### src/rtl/offset_cal_pkg.sv
// Purpose: Shared constants and carriers for the offset calibration and trim control block
// Assumes: 200 MHz system clock, APB register access with 32-bit data
// Notes: Register offsets are byte addresses on the APB bus
package offset_cal_pkg;
  localparam int CLK_MHZ = 200;
  localparam int CORE_CAL_NS = 1000;
  localparam int OFFSET_CAL_NS = 500;
  localparam int BG_STEP_NS = 2000;
  localparam int CORE_CAL_CYC = (CORE_CAL_NS * CLK_MHZ + 999) / 1000;
  localparam int OFFSET_CAL_CYC = (OFFSET_CAL_NS * CLK_MHZ + 999) / 1000;
  localparam int BG_STEP_CYC = (BG_STEP_NS * CLK_MHZ) / 1000;
  localparam int CNT_W = 10;

  localparam logic [11:0] ADDR_CTRL = 12'h000;
  localparam logic [11:0] ADDR_NOTCH = 12'h004;
  localparam logic [11:0] ADDR_STATUS = 12'h008;
  localparam logic [11:0] ADDR_TRIM_AA = 12'h00C;
  localparam logic [11:0] ADDR_TRIM_AB = 12'h010;
  localparam logic [11:0] ADDR_TRIM_BA = 12'h014;
  localparam logic [11:0] ADDR_TRIM_BB = 12'h018;
  localparam logic [11:0] ADDR_TRIM_C = 12'h01C;
  localparam logic [11:0] ADDR_CORE_TIME = 12'h020;
  localparam logic [11:0] ADDR_SINGLE_TIME = 12'h024;
  localparam logic [11:0] ADDR_BANK_TIME = 12'h028;

  localparam logic [1:0] CORE_A = 2'h0;
  localparam logic [1:0] CORE_B = 2'h1;
  localparam logic [1:0] CORE_SPARE = 2'h2;
  localparam logic [7:0] TRIM_RST = 8'h00;
  localparam logic [15:0] TIME_RST = 16'h0000;
  localparam logic [31:0] RDATA_ZERO = 32'h0000_0000;

  typedef enum logic [1:0] {ST_IDLE, ST_CORE, ST_OFFS} cal_state_t;

  // Bit 0 is the last field
  typedef struct packed {
    logic single_channel;
    logic zero_freq_keep;
    logic offset_filter_en;
    logic cal_software_trigger;
    logic cal_trigger_source_sel;
    logic background_cal_en;
    logic bg_offset_cal_en;
    logic fg_offset_cal_en;
  } ctrl_t;
  localparam ctrl_t CTRL_RST = '0;

  typedef struct packed {
    logic [3:0] notch_settle;
    logic [3:0] notch_bandwidth;
  } notch_set_t;
  localparam notch_set_t NOTCH_RST = '0;

  typedef struct packed {
    logic half_en;
    logic quarter_en;
    logic zero_freq_keep;
    logic [3:0] notch_bandwidth;
    logic [3:0] notch_settle;
  } notch_cfg_t;

  typedef struct packed {
    logic signed [7:0] aa;
    logic signed [7:0] ab;
    logic signed [7:0] ba;
    logic signed [7:0] bb;
    logic signed [7:0] cc;
  } trim_set_t;

  typedef struct packed {
    logic signed [7:0] in_a;
    logic signed [7:0] in_b;
  } offset_meas_t;
endpackage

### src/rtl/adc_offset_cal_trim_ctrl.sv
// Purpose: Offset calibration sequencing, offset trim storage, timing trim routing, notch setup
// Assumes: offset_meas comes from the converter datapath on clk_sys; trigger pin is asynchronous
// Notes: Cal engine itself is outside; this block sequences it and owns the trims
`timescale 1ns/1ps
`default_nettype none
// Behaviour
// - Run a separate calibration for input buffer offsets.
// - Foreground offset enable runs offset calibration once inside the foreground pass.
// - Background offset enable with background cal keeps correcting input offsets continuously.
// - Foreground offset enable with background cal gives one offset cal, no tracking.
// - Calibration writes offset trims; software writes refused while offset cal used.
// - Foreground plus background enables calibrate all three cores' offsets.
// - Zero-phase bank timing in dual mode and core B; -90 only core A single.
// - Either inter-core timing trim shifts core A relative to core B.
// - Offset filter notches half rate, plus quarter rate in single-input mode.
// - Zero-frequency keep selects retaining or removing DC content while filtering.
// - Smaller notch bandwidth narrows the notch.
// - Conversion halts during foreground calibration until it finishes.
// - Foreground cal starts from trigger pin or software bit, chosen by select bit.
module adc_offset_cal_trim_ctrl
  import offset_cal_pkg::*;
(
  input wire logic clk_sys,
  input wire logic rst_b,
  input wire logic psel,
  input wire logic penable,
  input wire logic pwrite,
  input wire logic [11:0] paddr,
  input wire logic [31:0] pwdata,
  output logic [31:0] prdata,
  output logic pready,
  output logic pslverr,
  input wire logic cal_trigger_pin,
  input wire offset_meas_t offset_meas,
  output logic convert_halt,
  output logic core_cal_run,
  output logic [1:0] offset_core_sel,
  output logic foreground_done,
  output trim_set_t input_offset_trim,
  output notch_cfg_t notch_cfg,
  output logic [7:0] bank_time_a,
  output logic [7:0] bank_time_b,
  output logic signed [8:0] core_skew
);
  ctrl_t ctrl_q;
  notch_set_t notch_q;
  trim_set_t trims_q;
  logic [15:0] core_time_q, single_time_q, bank_time_q;
  cal_state_t state_q, state_d;
  logic [CNT_W-1:0] cnt_q, bg_cnt_q;
  logic [1:0] core_idx_q, bg_core_q, last_core;
  logic pass_os_q, start_pend_q, soft_trig_q, pin_s1_q, pin_s2_q, pin_s3_q;
  logic [31:0] rdata_d;
  logic wr_en, mapped, offs_in_use, bg_track, slot_end, start, pin_rise, soft_rise;
  logic halt_q, done_q, ready_q, err_q, core_run_q;
  logic [31:0] rdata_q;
  logic [1:0] osel_q;
  notch_cfg_t ncfg_q;
  logic [7:0] bta_q, btb_q;
  logic signed [8:0] skew_q;

  function automatic logic signed [7:0] neg8(input logic signed [7:0] v);
    neg8 = (v == -8'sd128) ? 8'sd127 : -v;
  endfunction

  // Single step toward cancelling the residual, saturating
  function automatic logic signed [7:0] step8(input logic signed [7:0] t,
                                              input logic signed [7:0] m);
    if (m > 0 && t != -8'sd128) begin
      step8 = t - 8'sd1;
    end else if (m < 0 && t != 8'sd127) begin
      step8 = t + 8'sd1;
    end else begin
      step8 = t;
    end
  endfunction

  // APB access phase always completes on its first cycle
  assign wr_en = psel && penable && pwrite && ready_q;
  assign offs_in_use = ctrl_q.fg_offset_cal_en || bg_track;
  assign bg_track = ctrl_q.bg_offset_cal_en && ctrl_q.background_cal_en;
  assign last_core = ctrl_q.background_cal_en ? CORE_SPARE : CORE_B;
  assign slot_end = (state_q == ST_OFFS) && (cnt_q == CNT_W'(OFFSET_CAL_CYC - 1));
  assign pin_rise = pin_s2_q && !pin_s3_q;
  assign soft_rise = ctrl_q.cal_software_trigger && !soft_trig_q;
  assign start = ctrl_q.cal_trigger_source_sel ? pin_rise : soft_rise;

  always_comb begin
    mapped = 1'b1;
    rdata_d = RDATA_ZERO;
    unique case (paddr)
      ADDR_CTRL: rdata_d = {24'h00_0000, ctrl_q};
      ADDR_NOTCH: rdata_d = {24'h00_0000, notch_q};
      ADDR_STATUS: rdata_d = {26'h000_0000, core_idx_q, bg_track, halt_q, done_q, 1'b0};
      ADDR_TRIM_AA: rdata_d = {24'h00_0000, trims_q.aa};
      ADDR_TRIM_AB: rdata_d = {24'h00_0000, trims_q.ab};
      ADDR_TRIM_BA: rdata_d = {24'h00_0000, trims_q.ba};
      ADDR_TRIM_BB: rdata_d = {24'h00_0000, trims_q.bb};
      ADDR_TRIM_C: rdata_d = {24'h00_0000, trims_q.cc};
      ADDR_CORE_TIME: rdata_d = {16'h0000, core_time_q};
      ADDR_SINGLE_TIME: rdata_d = {16'h0000, single_time_q};
      ADDR_BANK_TIME: rdata_d = {16'h0000, bank_time_q};
      default: mapped = 1'b0;
    endcase
  end

  always_ff @(posedge clk_sys or negedge rst_b) begin
    if (!rst_b) begin
      ready_q <= 1'b0;
      err_q <= 1'b0;
      rdata_q <= RDATA_ZERO;
    end else begin
      ready_q <= psel && !penable;
      err_q <= psel && !penable && !mapped;
      if (psel && !penable) begin
        rdata_q <= rdata_d;
      end
    end
  end

  always_ff @(posedge clk_sys or negedge rst_b) begin
    if (!rst_b) begin
      ctrl_q <= CTRL_RST;
      notch_q <= NOTCH_RST;
      core_time_q <= TIME_RST;
      single_time_q <= TIME_RST;
      bank_time_q <= TIME_RST;
    end else if (wr_en) begin
      if (paddr == ADDR_CTRL) begin
        ctrl_q <= ctrl_t'(pwdata[7:0]);
      end
      if (paddr == ADDR_NOTCH) begin
        notch_q <= notch_set_t'(pwdata[7:0]);
      end
      if (paddr == ADDR_CORE_TIME) begin
        core_time_q <= pwdata[15:0];
      end
      if (paddr == ADDR_SINGLE_TIME) begin
        single_time_q <= pwdata[15:0];
      end
      if (paddr == ADDR_BANK_TIME) begin
        bank_time_q <= pwdata[15:0];
      end
    end
  end

  // Pin is asynchronous; edge detect only on synchronised copies
  always_ff @(posedge clk_sys or negedge rst_b) begin
    if (!rst_b) begin
      pin_s1_q <= 1'b0;
      pin_s2_q <= 1'b0;
      pin_s3_q <= 1'b0;
      soft_trig_q <= 1'b0;
    end else begin
      pin_s1_q <= cal_trigger_pin;
      pin_s2_q <= pin_s1_q;
      pin_s3_q <= pin_s2_q;
      soft_trig_q <= ctrl_q.cal_software_trigger;
    end
  end

  // Power-up pass is pending out of reset; a trigger during a pass is kept
  always_ff @(posedge clk_sys or negedge rst_b) begin
    if (!rst_b) begin
      start_pend_q <= 1'b1;
    end else if (start) begin
      start_pend_q <= 1'b1;
    end else if (state_q == ST_IDLE) begin
      start_pend_q <= 1'b0;
    end
  end

  always_comb begin
    state_d = state_q;
    unique case (state_q)
      ST_IDLE: if (start_pend_q) state_d = ST_CORE;
      ST_CORE: begin
        if (cnt_q == CNT_W'(CORE_CAL_CYC - 1)) begin
          state_d = pass_os_q ? ST_OFFS : ST_IDLE;
        end
      end
      ST_OFFS: if (slot_end && core_idx_q == last_core) state_d = ST_IDLE;
    endcase
  end

  always_ff @(posedge clk_sys or negedge rst_b) begin
    if (!rst_b) begin
      state_q <= ST_IDLE;
      cnt_q <= '0;
      core_idx_q <= CORE_A;
      pass_os_q <= 1'b0;
    end else begin
      state_q <= state_d;
      if (state_q != state_d || slot_end) begin
        cnt_q <= '0;
      end else if (state_q != ST_IDLE) begin
        cnt_q <= cnt_q + CNT_W'(1);
      end
      if (state_q == ST_IDLE) begin
        core_idx_q <= CORE_A;
        pass_os_q <= ctrl_q.fg_offset_cal_en;
      end else if (slot_end && core_idx_q != last_core) begin
        core_idx_q <= core_idx_q + 2'd1;
      end
    end
  end

  always_ff @(posedge clk_sys or negedge rst_b) begin
    if (!rst_b) begin
      halt_q <= 1'b0;
      done_q <= 1'b0;
      core_run_q <= 1'b0;
    end else begin
      halt_q <= state_d != ST_IDLE;
      core_run_q <= state_d == ST_CORE;
      if (state_q == ST_IDLE && state_d != ST_IDLE) begin
        done_q <= 1'b0;
      end else if (state_q != ST_IDLE && state_d == ST_IDLE) begin
        done_q <= 1'b1;
      end
    end
  end

  // Background tracking rotates through the cores, one step each tick
  always_ff @(posedge clk_sys or negedge rst_b) begin
    if (!rst_b) begin
      bg_cnt_q <= '0;
      bg_core_q <= CORE_A;
    end else if (!bg_track || state_q != ST_IDLE) begin
      bg_cnt_q <= '0;
    end else if (bg_cnt_q == CNT_W'(BG_STEP_CYC - 1)) begin
      bg_cnt_q <= '0;
      bg_core_q <= (bg_core_q == CORE_SPARE) ? CORE_A : bg_core_q + 2'd1;
    end else begin
      bg_cnt_q <= bg_cnt_q + CNT_W'(1);
    end
  end

  logic bg_tick;
  assign bg_tick = bg_track && state_q == ST_IDLE && bg_cnt_q == CNT_W'(BG_STEP_CYC - 1);

  always_ff @(posedge clk_sys or negedge rst_b) begin
    if (!rst_b) begin
      trims_q <= '{TRIM_RST, TRIM_RST, TRIM_RST, TRIM_RST, TRIM_RST};
    end else if (slot_end) begin
      unique case (core_idx_q)
        CORE_A: begin
          trims_q.aa <= neg8(offset_meas.in_a);
          trims_q.ab <= neg8(offset_meas.in_b);
        end
        CORE_B: begin
          trims_q.ba <= neg8(offset_meas.in_a);
          trims_q.bb <= neg8(offset_meas.in_b);
        end
        default: trims_q.cc <= neg8(offset_meas.in_a);
      endcase
    end else if (bg_tick) begin
      unique case (bg_core_q)
        CORE_A: begin
          trims_q.aa <= step8(trims_q.aa, offset_meas.in_a);
          trims_q.ab <= step8(trims_q.ab, offset_meas.in_b);
        end
        CORE_B: begin
          trims_q.ba <= step8(trims_q.ba, offset_meas.in_a);
          trims_q.bb <= step8(trims_q.bb, offset_meas.in_b);
        end
        default: trims_q.cc <= step8(trims_q.cc, offset_meas.in_a);
      endcase
    end else if (wr_en && !offs_in_use) begin
      if (paddr == ADDR_TRIM_AA) trims_q.aa <= pwdata[7:0];
      if (paddr == ADDR_TRIM_AB) trims_q.ab <= pwdata[7:0];
      if (paddr == ADDR_TRIM_BA) trims_q.ba <= pwdata[7:0];
      if (paddr == ADDR_TRIM_BB) trims_q.bb <= pwdata[7:0];
      if (paddr == ADDR_TRIM_C) trims_q.cc <= pwdata[7:0];
    end
  end

  always_ff @(posedge clk_sys or negedge rst_b) begin
    if (!rst_b) begin
      osel_q <= CORE_A;
      ncfg_q <= '0;
      bta_q <= TRIM_RST;
      btb_q <= TRIM_RST;
      skew_q <= '0;
    end else begin
      osel_q <= (state_q == ST_OFFS) ? core_idx_q : bg_core_q;
      ncfg_q.half_en <= ctrl_q.offset_filter_en;
      ncfg_q.quarter_en <= ctrl_q.offset_filter_en && ctrl_q.single_channel;
      ncfg_q.zero_freq_keep <= ctrl_q.zero_freq_keep;
      ncfg_q.notch_bandwidth <= notch_q.notch_bandwidth;
      ncfg_q.notch_settle <= notch_q.notch_settle;
      bta_q <= ctrl_q.single_channel ? bank_time_q[15:8] : bank_time_q[7:0];
      btb_q <= bank_time_q[7:0];
      // Difference so either trim moves core A against core B
      skew_q <= ctrl_q.single_channel ?
        $signed({1'b0, single_time_q[7:0]}) - $signed({1'b0, single_time_q[15:8]}) :
        $signed({1'b0, core_time_q[7:0]}) - $signed({1'b0, core_time_q[15:8]});
    end
  end

  assign prdata = rdata_q;
  assign pready = ready_q;
  assign pslverr = err_q;
  assign convert_halt = halt_q;
  assign core_cal_run = core_run_q;
  assign offset_core_sel = osel_q;
  assign foreground_done = done_q;
  assign input_offset_trim = trims_q;
  assign notch_cfg = ncfg_q;
  assign bank_time_a = bta_q;
  assign bank_time_b = btb_q;
  assign core_skew = skew_q;
endmodule
`default_nettype wire

### config.mk
export PLATFORM = sky130hd
export DESIGN_NAME = adc_offset_cal_trim_ctrl
export DESIGN_NICKNAME = d
export VERILOG_FILES = /design/src/rtl/offset_cal_pkg.sv /design/src/rtl/adc_offset_cal_trim_ctrl.sv
export SDC_FILE = /design/constraint.sdc
export NUM_CORES = 1
export LEC_CHECK = 0
export BUFFER_PORTS_ARGS = -buffer_cell sky130_fd_sc_hd__clkbuf_2
export CAP_MARGIN = 10
export CORE_MARGIN = 5
export CORE_UTILIZATION = 40
export CTS_BUF_LIST = sky130_fd_sc_hd__clkbuf_16
export CTS_CLUSTER_DIAMETER = 100
export DETAILED_ROUTE_END_ITERATION = 8
export GPL_TIMING_DRIVEN = 0
export SLEW_MARGIN = 0
export SYNTH_ARGS = -nofsm -noshare
export SYNTH_HDL_FRONTEND = slang
export SYNTH_SLANG_ARGS = --single-unit
export TNS_END_PERCENT = 100
### constraint.sdc
create_clock -name clk_sys -period 6.3 [get_ports clk_sys]
set_clock_uncertainty 0.05 [all_clocks]
set_input_delay 0.315 -clock clk_sys [delete_from_list [all_inputs] [get_ports clk_sys]]
set_output_delay 0.315 -clock clk_sys [all_outputs]
set_load 0.005 [all_outputs]
* Word level (Yosys, flattened, before mapping) *
Index checks and enable logic that the tools add are counted.

word-level totals
  output and inout port bits = 115
  bits in registers = 211
  logic and storage cells = 228
  input bits = 66

cells by class
  multiplexer cells = 49
  equality and inequality tests = 45
  $add $sub $neg = 18
  magnitude comparators = 4
  bitwise gates (word level) = 1
  reduce and logical (&&, ||, !) cells = 67

operator list
  operator               count
  $pmux 16 s11           1
  $mux 8                 20
  $mux 40                3
  $ne 8x8->1 const B     10
  $mux 16                4
  $eq 12x5->1 const B    4
  $add 8x2->8 const B    5
  $mux 10                4
  $sub 8x2->8 const B    5
  $eq 12x6->1 const B    3
  $logic_and 1x1->1      27
  $reduce_and 5->1       5
  $eq 12x4->1 const B    2
  $add 10x1->10 const B  2
  $ne 4x2->1 const B     5
  $mux 2                 9
  $reduce_bool 3->1      6
  $sub 8x8->9            2
  $eq 8x8->1 const B     2
  $gt 8x1->1 const B     2
  $lt 8x1->1 const B     2
  $neg 8->8              2
  $eq 12x3->1 const B    1
  $logic_not 12->1       1
  other kinds (23)       57

* Logic depth before layout (Yosys ltp) *
Gate-level depths: netlist (run 1).

  word-level depth = 9
  depth in mapped cells = 13
  mapped depth without buffers = 13

* Worst setup path after synthesis (run 1) *
Ideal clock, no wire load.

  path type = register to register
  from = register trims_q (netlist bit input_offset_trim[3])
  to = register trims_q (netlist bit input_offset_trim[7])
  path buffers = 0
  required time = 6,125 ps
  stages on the path, launching flop included = 13
  arrival = 2,796 ps
  setup time = 125 ps
  setup slack = 3,329 ps
  period minus slack after synthesis = 2,971 ps
  cells stage by stage = dfrtp_1 or4_1 nor4_1 nand2_1 nand2_1 inv_1 ha_1 a21oi_1 o2111ai_1 o31ai_1 xnor2_1 o21ai_0 mux2_2

on the way
  longest elaborated chain between the ends = 6
  elaborated cells on any way between the ends = 13
  classes of those cells = add/sub (2); eq/ne (3); mux (5); reduce/logical (3)

RTL lines
  what                                                RTL line                                                        text
  start, declared                                     adc_offset_cal_trim_ctrl.sv:47                                  trim_set_t trims_q;
  start signal, assigned                              adc_offset_cal_trim_ctrl.sv:244                                 trims_q <= '{TRIM_RST, TRIM_RST, TRIM_RST, TRIM_RST, TRIM_RST};
  $add 8x2->8 / $ne 8x8->1 (equally long branches)    adc_offset_cal_trim_ctrl.sv:72, adc_offset_cal_trim_ctrl.sv:69
  $mux 8 / $logic_and 1x1->1 (equally long branches)  adc_offset_cal_trim_ctrl.sv:71, adc_offset_cal_trim_ctrl.sv:69
  $mux 8                                              adc_offset_cal_trim_ctrl.sv:69                                  if (m > 0 && t != -8'sd128) begin
  $mux 8                                              adc_offset_cal_trim_ctrl.sv:258                                 unique case (bg_core_q)
  $mux 40                                             adc_offset_cal_trim_ctrl.sv:257                                 end else if (bg_tick) begin
  $mux 40                                             adc_offset_cal_trim_ctrl.sv:245                                 end else if (slot_end) begin

Parallel ways exist; a longest one is shown, timed or not. The select of a mux whose other input is x is not followed.
A chain may end at the register's enable or synchronous reset.

* Worst setup path in the final report (run 1) *
  from = register cnt_q[0]
  to = register trims_q (netlist bit input_offset_trim[37])

on the way
  longest elaborated chain between the ends = 4
  elaborated cells on any way between the ends = 9
  classes of those cells = eq/ne (4); mux (1); reduce/logical (4)

RTL lines
  what                                                 RTL line                         text
  start, declared                                      adc_offset_cal_trim_ctrl.sv:50   logic [CNT_W-1:0] cnt_q, bg_cnt_q;
  start signal, assigned                               adc_offset_cal_trim_ctrl.sv:197  cnt_q <= cnt_q + CNT_W'(1);
  $eq 10x7->1 *                                        adc_offset_cal_trim_ctrl.sv:83   assign slot_end = (state_q == ST_OFFS) && (cnt_q == CNT_W'(OFFSET_CAL_CYC - 1));
  $logic_and 1x1->1 *                                  adc_offset_cal_trim_ctrl.sv:83
  $ne 4x2->1 (no source line) (tied with other cells)  n/a
  $reduce_and 5->1 (no source line)                    n/a

Every way passes the cells marked *; elsewhere a longest branch is shown, timed or not.

==> impl_metrics.ini, run 1 <==
[outcome]
status = completed

[timing]
final_max_slew_viol_count = 0
fin_crit_ns = 3.86
slew_headroom = 0.241
rsz0062_at_grt = no
period_share = 0.613
worstMarginPinSlew_ns = 1.13
max_freq_mhz = 259
final_hold_viol_count = 0
setup_tns_ns = 0
setup_viol = 0

[logic_synthesis]
syn_avg_cell_area_um2 = 9.89
synth_seq_cells = 195
synthFlopType = dfrtp_1
synthArstFlopShare = 1.00
yosysWarnings = 0
post-synth-top-area-cell = dfrtp_1
post-synth-top-count-cell = dfrtp_1
synth_common_cells = 194 x dfrtp_1, 89 x nand2_1, 88 x nor2_1
synth_edf_count = 0
netlist.area_leader.share = 0.410
seq_area_frac_synth = 0.412
synthCells = 1198
ys_top_cells_by_area = dfrtp_1 41%, mux2_2 7.8%, ha_1 5.9%
synthDistinctLibCells = 78
netlist_area_um2 = 11900

[finish]
layout-drive-gt1-share = 0.228
syn_to_final_growth_pct = 16.2
fillers = 2924
nNetsFinal = 1509
final_util = 0.467

[drt]
routedWlPerCell_um = 21.4
detail-route-antenna-nets = 0
drc_errors = 0
wirelength_um = 38200
first_pass_iters = 5
viasPerCell = 5.67
vias = 10110
drtIter0Drc = 920

[clock_network]
cts_resized = 0
cts_buffers = 17
clkTransAtPathRegs_ns = 0.08
cts.sinks = 195
cts_setup_buffers = 0
cts-root-buf = clkbuf_16
cts.htree.levels = 4
insertion_delay_ns = 0.43
cts_hold_buf = 2
cts_max_path_buffers = 2
cts_tree = done

[placement]
dp.final_hpwl_um = 28900
portBuffers = 144
gp_congestion = 0.943

[setup_path]
required_ns = 6.57
cpMaxStageDelayCell = o21ai_0
critical_path_class = flop to flop
slowest_delay_ns = 0.70
end_kind = flop
cp_cell_sequence = ha_1 > nor4b_1 > nor4b_1 > clkbuf_1 > o21ai_1 > o21ai_0 > o21ai_0 > mux2_2
start_kind = flop
critPathMaxFanout = 10
worstPathArrival_ns = 4.13

[grt]
gr-usage-all-layers = 0.230
grt_pass1_vias = 10140
grt_max_degree = 113
antenna_found_initial = 5
grt_pass1_wl_um = 59600
grt-ovfl-total = 0

[floorplanning]
core_area_um2 = 29500
start_util = 0.402
rows = 63
io_pins = 181
die_w_um = 182
die_area_um2 = 33200
dieHeight_um = 182

[job]
max_cap_viol_count = 0

[power_and_ir_drop]
ir_worst_vdd_v = 0.000165
p_per_area_nw_per_um2 = 200
p_leak_nw = 6.50

[hold_path]
hp-class = input pin to flop
==> layout by cell type, fill, tap and decap left out, types with 46 or more instances in the layout <==
cell type	count
clkbuf_2	143
a21oi_1	62
mux2i_1	46
o21ai_0	84
inv_1	68
mux2_2	82
ha_1	56
nand2_1	89
dfrtp_1	194
nor2_1	88
==> kinds of logic after synthesis <==
family / share of synthesized area
mux: 0.122
compound gates: 0.162
buf+inv: 0.0457
flops: 0.412
xor+xnor: 0.0333
simple gates: 0.153
other cells: 0.000316
fa+ha+maj: 0.0709
==> metal layers <==
metal / global-route usage / vias to the layer above / share of wire
li1: - / 4687 / -
met1: 0.317 / 4932 / 0.44
met2: 0.368 / 428 / 0.46
met3: 0.0532 / 55 / 0.081
met4: 0.0612 / 8 / 0.021
met5: 0 / - / 0.0013
==> final timing paths <==
check,from,to,slack [ns],depth (start not counted)
min in group asynchronous,rst_b,notch_cfg[4],0.45,3
min,pwdata[12],core_time_q[12],0.06,3
max in group asynchronous,rst_b,input_offset_trim[22],4.89,4
max reg2reg,cnt_q[0],input_offset_trim[37],2.44,8
max,cnt_q[0],input_offset_trim[37],2.44,8
min reg2reg,pin_s1_q,pin_s2_q,0.31,0
==> critical path: cells and delay by family, from the launching register on <==
| family | cells | cell delay (ns) |
|---|---|---|
| simple gates | 2 | 0.83 |
| flops | 1 | 0.41 |
| mux | 1 | 0.30 |
| fa+ha+maj | 1 | 0.30 |
| buf+inv | 1 | 0.53 |
| compound gates | 3 | 1.32 |
==> report_power, final <==
part	internal, W	leakage [nW]	switching, W
clock	0.000525	0.273	0.000555
combinational	0.000138	3.73	0.000226
sequential	0.00128	2.50	0.0000327
==> per-stage QoR <==
stage | cells | total power [W] | instance area, um2 | setup WS [ns] | hold WS, ns
2_1_floorplan | 1213 | 0.00155 | 11900 | 3.33 | -0.0306
5_1_grt | 1783 | 0.00287 | 13800 | 2.26 | 0.0873
3_5_place_dp | 1749 | 0.00170 | 13200 | 2.53 | 0.290
6_report | 1784 | 0.00275 | 13800 | 2.44 | 0.0603
3_3_place_gp | 1747 | 0.00169 | 13100 | 0.929 | 0.291
4_1_cts | 1783 | 0.00277 | 13800 | 2.50 | 0.0503
==> flip-flops by register name, indices dropped and copies added, names as in the netlist, 2 cells and up <==
name               cells
input_offset_trim     40
bank_time_q           16
core_time_q           16
prdata                16
single_time_q         16
notch_cfg             11
bg_cnt_q              10
cnt_q                 10
core_skew              9
bank_time_a            8
bank_time_b            8
ctrl_q                 8
notch_q                8
bg_core_q              2
core_idx_q             2
offset_core_sel        2
state_q                2
==> cell type report <==
type | count | area (um2) | share of cell area
timing repair buffer | 148 | 805 | 0.0584
multi-input combinational | 892 | 6490 | 0.471
buffer | 59 | 290 | 0.0211
sequential | 195 | 4880 | 0.354
clock inverter | 15 | 148 | 0.0107
inverter | 67 | 251 | 0.0183
antenna | 1 | 2.50 | 0.000182
clock buffer | 17 | 425 | 0.0309
tap | 390 | 488 | 0.0354
Note: power is estimated with default switching activity, not from simulation.
==> run 2: changes to the inputs <==
==> constraint.sdc (replaced) <==
create_clock -name clk_sys -period 3.1 [get_ports clk_sys]
set_clock_uncertainty 0.05 [all_clocks]
set_input_delay 0.155 -clock clk_sys [delete_from_list [all_inputs] [get_ports clk_sys]]
set_output_delay 0.155 -clock clk_sys [all_outputs]
set_load 0.005 [all_outputs]
==> run 2 against run 1 <==
Clock-buffer cell count did not move. Flip-flop and latch count did not move. Clock power rose by 100%. Cell area rose by 4.2%. Critical path depth fell by 2. Global-route usage rose by 0.19 points. Non-clock buffer count rose by 27. First-iteration DRC count fell by 0.22%. Setup slack got worse by 2.3 ns. Routed wire length rose by 1.6%. Total power rose by 110%. Worst hold slack got worse by 0.022 ns. Largest power group unchanged.
==> impl_metrics.ini, run 2 (synthesis results as in run 1) <==
[timing]
slew_headroom = 0.246
max_freq_mhz = 333
worstMarginPinSlew_ns = 1.12
final_max_slew_viol_count = 0
period_share = 0.969
setup_viol = 0
fin_crit_ns = 3.00
final_hold_viol_count = 0

[grt]
grt-ovfl-total = 0
gr-usage-all-layers = 0.232
grt_pass1_wl_um = 60100
antenna_found_initial = 5
grt_pass1_vias = 10286
grt_max_degree = 113

[hold_path]
hp-class = input pin to flop
hold_path_end = bank_time_q[7]
hold_depth = 2
worstHoldStart = pwdata[7]

[clock_network]
cts_buffers = 17
clkTransAtPathRegs_ns = 0.08
cts_tree = done
cts.sinks = 195
cts-root-buf = clkbuf_16
insertion_delay_ns = 0.44
cts_max_path_buffers = 2
cts.htree.levels = 4

[power_and_ir_drop]
p_leak_nw = 6.69
finalPower_w = 0.00570
ir_worst_vdd_v = 0.000324
p_per_area_nw_per_um2 = 397

[finish]
fillers = 2873
syn_to_final_growth_pct = 21.2
final_cell_mix = 183 x dfrtp_1, 149 x clkbuf_2, 88 x nand2_1
nNetsFinal = 1536
stdcell_area_um2 = 14400
final_common_cell = dfrtp_1
layout-drive-gt1-share = 0.281
largest_reg_flops = 40
antenna_cells = 0

[setup_path]
reg2reg_to = input_offset_trim[22]
r2r_slack_ns = 0.1
required_ns = 3.35
critPathMaxFanout = 10
rr_worst_depth = 6
start_kind = flop
critical_path_class = flop to flop
worstReg2RegStart = bg_cnt_q[4]
worstPathArrival_ns = 3.26
end_kind = flop

[floorplanning]
start_util = 0.402
die_w_um = 182
dieHeight_um = 182
rows = 63
io_pins = 181
core_area_um2 = 29500
die_area_um2 = 33200

[placement]
dpl-instance-area_um2 = 13200
portBuffers = 144
gp_congestion = 0.943
dp.final_hpwl_um = 28900

[drt]
detail-route-antenna-nets = 0
routedWlPerCell_um = 21.5
first_pass_iters = 6
viasPerCell = 5.66
vias = 10243
wirelength_um = 38800
drtIter0Drc = 918
drc_errors = 0

[job]
max_cap_viol_count = 0

[outcome]
status = completed
==> run 2: cell count changes in the layout (fill, tap and decap cells not counted), moves of 7 or more <==
cell           before  now
dlygate4sd3_1       2   10
dfrtp_1           194  183
buf_4              16   38
clkbuf_1           32   24
a21oi_1            62   55
dfrtp_2             0   11
==> run 2: where the power goes <==
part           switching, W  total, W  internal, W
combinational      0.000488  0.000840     0.000352
clock               0.00112   0.00219      0.00107
sequential        0.0000794   0.00268      0.00260
total               0.00169   0.00570      0.00401
==> run 2: final cells by class <==
type,instances,area [um2],share of cell area
Clock inverter,15,148,0.0103
Timing Repair Buffer,177,1050,0.0734
Clock buffer,17,425,0.0296
Multi-Input combinational cell,892,6790,0.473
Buffer,57,305,0.0213
Sequential cell,195,4890,0.341
Inverter,67,251,0.0175
Tap cell,390,488,0.0340
==> run 2: routing by layer <==
metal / global-route usage / vias up / wire length, um
li1: - / 4736 / -
met1: 0.316 / 5013 / 16600
met2: 0.374 / 421 / 18100
met3: 0.0538 / 63 / 3150
met4: 0.0642 / 10 / 913
met5: 0 / - / 65
==> run 2: worst max-delay path by stage <==
stage                               from               endpoint  slack, ns
floorplan           input_offset_trim[3]   input_offset_trim[7]       0.13
global placement                   rst_b  input_offset_trim[11]      -2.11
detailed placement              cnt_q[0]  input_offset_trim[37]      -0.65
CTS                           state_q[1]  input_offset_trim[38]      -0.03
global route        input_offset_trim[3]   input_offset_trim[7]     -0.002
finish                       bg_cnt_q[4]  input_offset_trim[22]        0.1
==> run 2: critical path, stage by stage, from the launching register on <==
cell	delay (ns)
dfrtp_1	0.42
or4_4	0.59
nor4_4	0.57
clkbuf_2	0.37
clkbuf_2	0.39
a21oi_1	0.13
o41a_1	0.34
==> run 2: through the flow <==
step                      utilization  setup WS (ns)  hold WS (ns)  TNS (ns)  instances
after floorplan                     -          0.129        -0.191         0       1213
after global placement          0.445          -2.11         0.230   -422.68       1747
after detailed placement        0.447         -0.653         0.230    -15.17       1749
after CTS                       0.478        -0.0330        0.0304    -0.153       1802
after global routing            0.487       -0.00246        0.0441  -0.00246       1810
final                           0.487         0.0974        0.0383         0       1810
==> run 2: timing repair <==
action                                  in CTS  in global routing
gates resized for setup                     46                 36
pin swaps                                    3                  8
hold endpoints to repair                   136                  0
setup buffers                               11                 10
hold buffers                                10                  0
endpoints found under the setup margin      54                 40
==> run 3: changes to the inputs <==
--- a/config.mk
+++ b/config.mk
@@ -8,12 +8,13 @@
 export BUFFER_PORTS_ARGS = -buffer_cell sky130_fd_sc_hd__clkbuf_2
 export CAP_MARGIN = 10
 export CORE_MARGIN = 5
-export CORE_UTILIZATION = 40
+export CORE_UTILIZATION = 52
 export CTS_BUF_LIST = sky130_fd_sc_hd__clkbuf_16
 export CTS_CLUSTER_DIAMETER = 100
 export DETAILED_ROUTE_END_ITERATION = 8
 export GPL_TIMING_DRIVEN = 0
-export SLEW_MARGIN = 0
+export PLACE_DENSITY = 0.77
+export SLEW_MARGIN = 20
 export SYNTH_ARGS = -nofsm -noshare
 export SYNTH_HDL_FRONTEND = slang
 export SYNTH_SLANG_ARGS = --single-unit
==> run 3 against run 2 <==
Critical path depth increased by 6. Via count grew 2.5%. Critical endpoint is now input_offset_trim[7]. Worst hold slack got worse by 0.010 ns. Sequential power hardly changed.
==> impl_metrics.ini, run 3 (synthesis results as in run 1) <==
[placement]
dp.final_hpwl_um = 27400
dpl.cell_count = 1644
portBuffers = 144
dpl-instance-area_um2 = 13100
gp_congestion = 0.978
pre_cts_ws_ns = -0.562

[timing]
period_share = 0.982
max_freq_mhz = 329
worst_slack_ns = 0.0566
final_hold_viol_count = 0
worstMarginPinSlew_ns = 1.02
setup_viol = 0
fin_crit_ns = 3.04
slew_headroom = 0.315
timing.hold.ws_ns = 0.0283
final_max_slew_viol_count = 0

[grt]
grt_pass1_vias = 10280
grt_max_degree = 79
grt-ovfl-total = 0
grt_pass1_wl_um = 57700
gr-usage-all-layers = 0.282
antenna_found_initial = 0

[job]
max_cap_viol_count = 0

[finish]
final_cell_mix = 186 x dfrtp_1, 149 x clkbuf_2, 88 x nor2_1, 88 x nand2_1, 82 x mux2_2
fillers = 1845
stdcell_area_um2 = 14100
multi_input_area_um2 = 6680
fin_cells = 1705
nNetsFinal = 1536
syn_to_final_growth_pct = 19.0
antenna_cells = 0
layout-drive-gt1-share = 0.270
register_area_um2 = 4890
final_common_cell = dfrtp_1
largest_reg_flops = 40

[clock_network]
clkTransAtPathRegs_ns = 0.08
cts_max_path_buffers = 2
cts_buffers = 17
cts-root-buf = clkbuf_16
insertion_delay_ns = 0.45
cts.htree.levels = 4
cts_tree = done
cts.sinks = 195

[drt]
wirelength_um = 37300
wl_met2_um = 16600
viasPerCell = 6.16
drc_errors = 0
routedWlPerCell_um = 21.9
top_layer = met4
first_pass_iters = 6
detail-route-antenna-nets = 0
drtIter0Drc = 1168
vias = 10496
wl_met3_um = 3770
wl_met1_um = 15600

[setup_path]
worstReg2RegStart = input_offset_trim[3]
end_kind = flop
cp-startpoint = input_offset_trim[3]
worstPathArrival_ns = 3.33
critical_path_class = flop to flop
start_kind = flop
critPathMaxFanout = 6
required_ns = 3.39

[hold_path]
hp-class = input pin to flop
worstHoldStart = pwdata[1]

[floorplanning]
core_area_um2 = 22600
io_pins = 181
dieHeight_um = 161
die_w_um = 161
start_util = 0.525
rows = 55
die_area_um2 = 25900

[power_and_ir_drop]
ir_worst_vdd_v = 0.000325
p_per_area_nw_per_um2 = 405
p_leak_nw = 6.69

[outcome]
status = completed
==> run 3: stage by stage <==
stage	setup TNS (ns)	utilization	power, W
global placement	-386.78	0.575	0.00341
CTS	0	0.615	0.00561
global route	-0.0856	0.625	0.00592
detailed placement	-13.63	0.578	0.00343
finish	0	0.625	0.00571
floorplan	0	-	0.00315
==> run 3: timing repair <==
item	4_1_cts	5_1_grt
buffers inserted	8	11
endpoints found under the setup margin	54	42
hold endpoints to repair	82	0
pin swaps	4	6
hold buffers	10	0
resized for setup	32	33
cloned	0	0
==> run 3: final cells by class <==
type | instances | area share
flip-flops and latches | 195 | 0.347
inverters | 67 | 0.0178
repair buffers | 175 | 0.0737
well taps | 285 | 0.0253
clock inverters | 15 | 0.0101
plain buffers | 59 | 0.0223
clock buffers | 17 | 0.0302
multi-input cells | 892 | 0.474
==> run 3: worst paths after layout <==
path                            slack [ns]                    to  cells after the start
max in group asynchronous             2.06          core_skew[5]                      3
worst min-delay path                  0.03      single_time_q[1]                      3
worst min register to register        0.31              pin_s2_q                      0
worst max register to register        0.06  input_offset_trim[7]                     12
worst max-delay path                  0.06  input_offset_trim[7]                     12
min in group asynchronous             0.18  input_offset_trim[4]                      2
==> run 3: report_power, final <==
part	total [W]	internal (W)	switching, W	leakage [nW]
clock	0.00217	0.00107	0.00110	0.284
combinational	0.000867	0.000363	0.000505	3.91
sequential	0.00268	0.00260	0.0000816	2.49
total	0.00571	0.00403	0.00168	6.69
==> run 3: routing by layer <==
layer | vias up | GRT usage
met1 | 5033 | 0.402
met2 | 601 | 0.427
met3 | 111 | 0.0661
met4 | 0 | 0.0934
met5 | - | 0
li1 | 4751 | -
==> run 3: critical path: stages (launching register included) <==
cell       delay, ns
dfrtp_2         0.43
or4_4           0.55
nor4_2          0.21
nand2_1         0.09
nand2_2         0.09
inv_2           0.08
ha_1            0.29
a21oi_2         0.21
o2111ai_2       0.17
o31ai_2         0.25
xnor2_1         0.16
o21ai_1         0.08
mux2_2          0.28
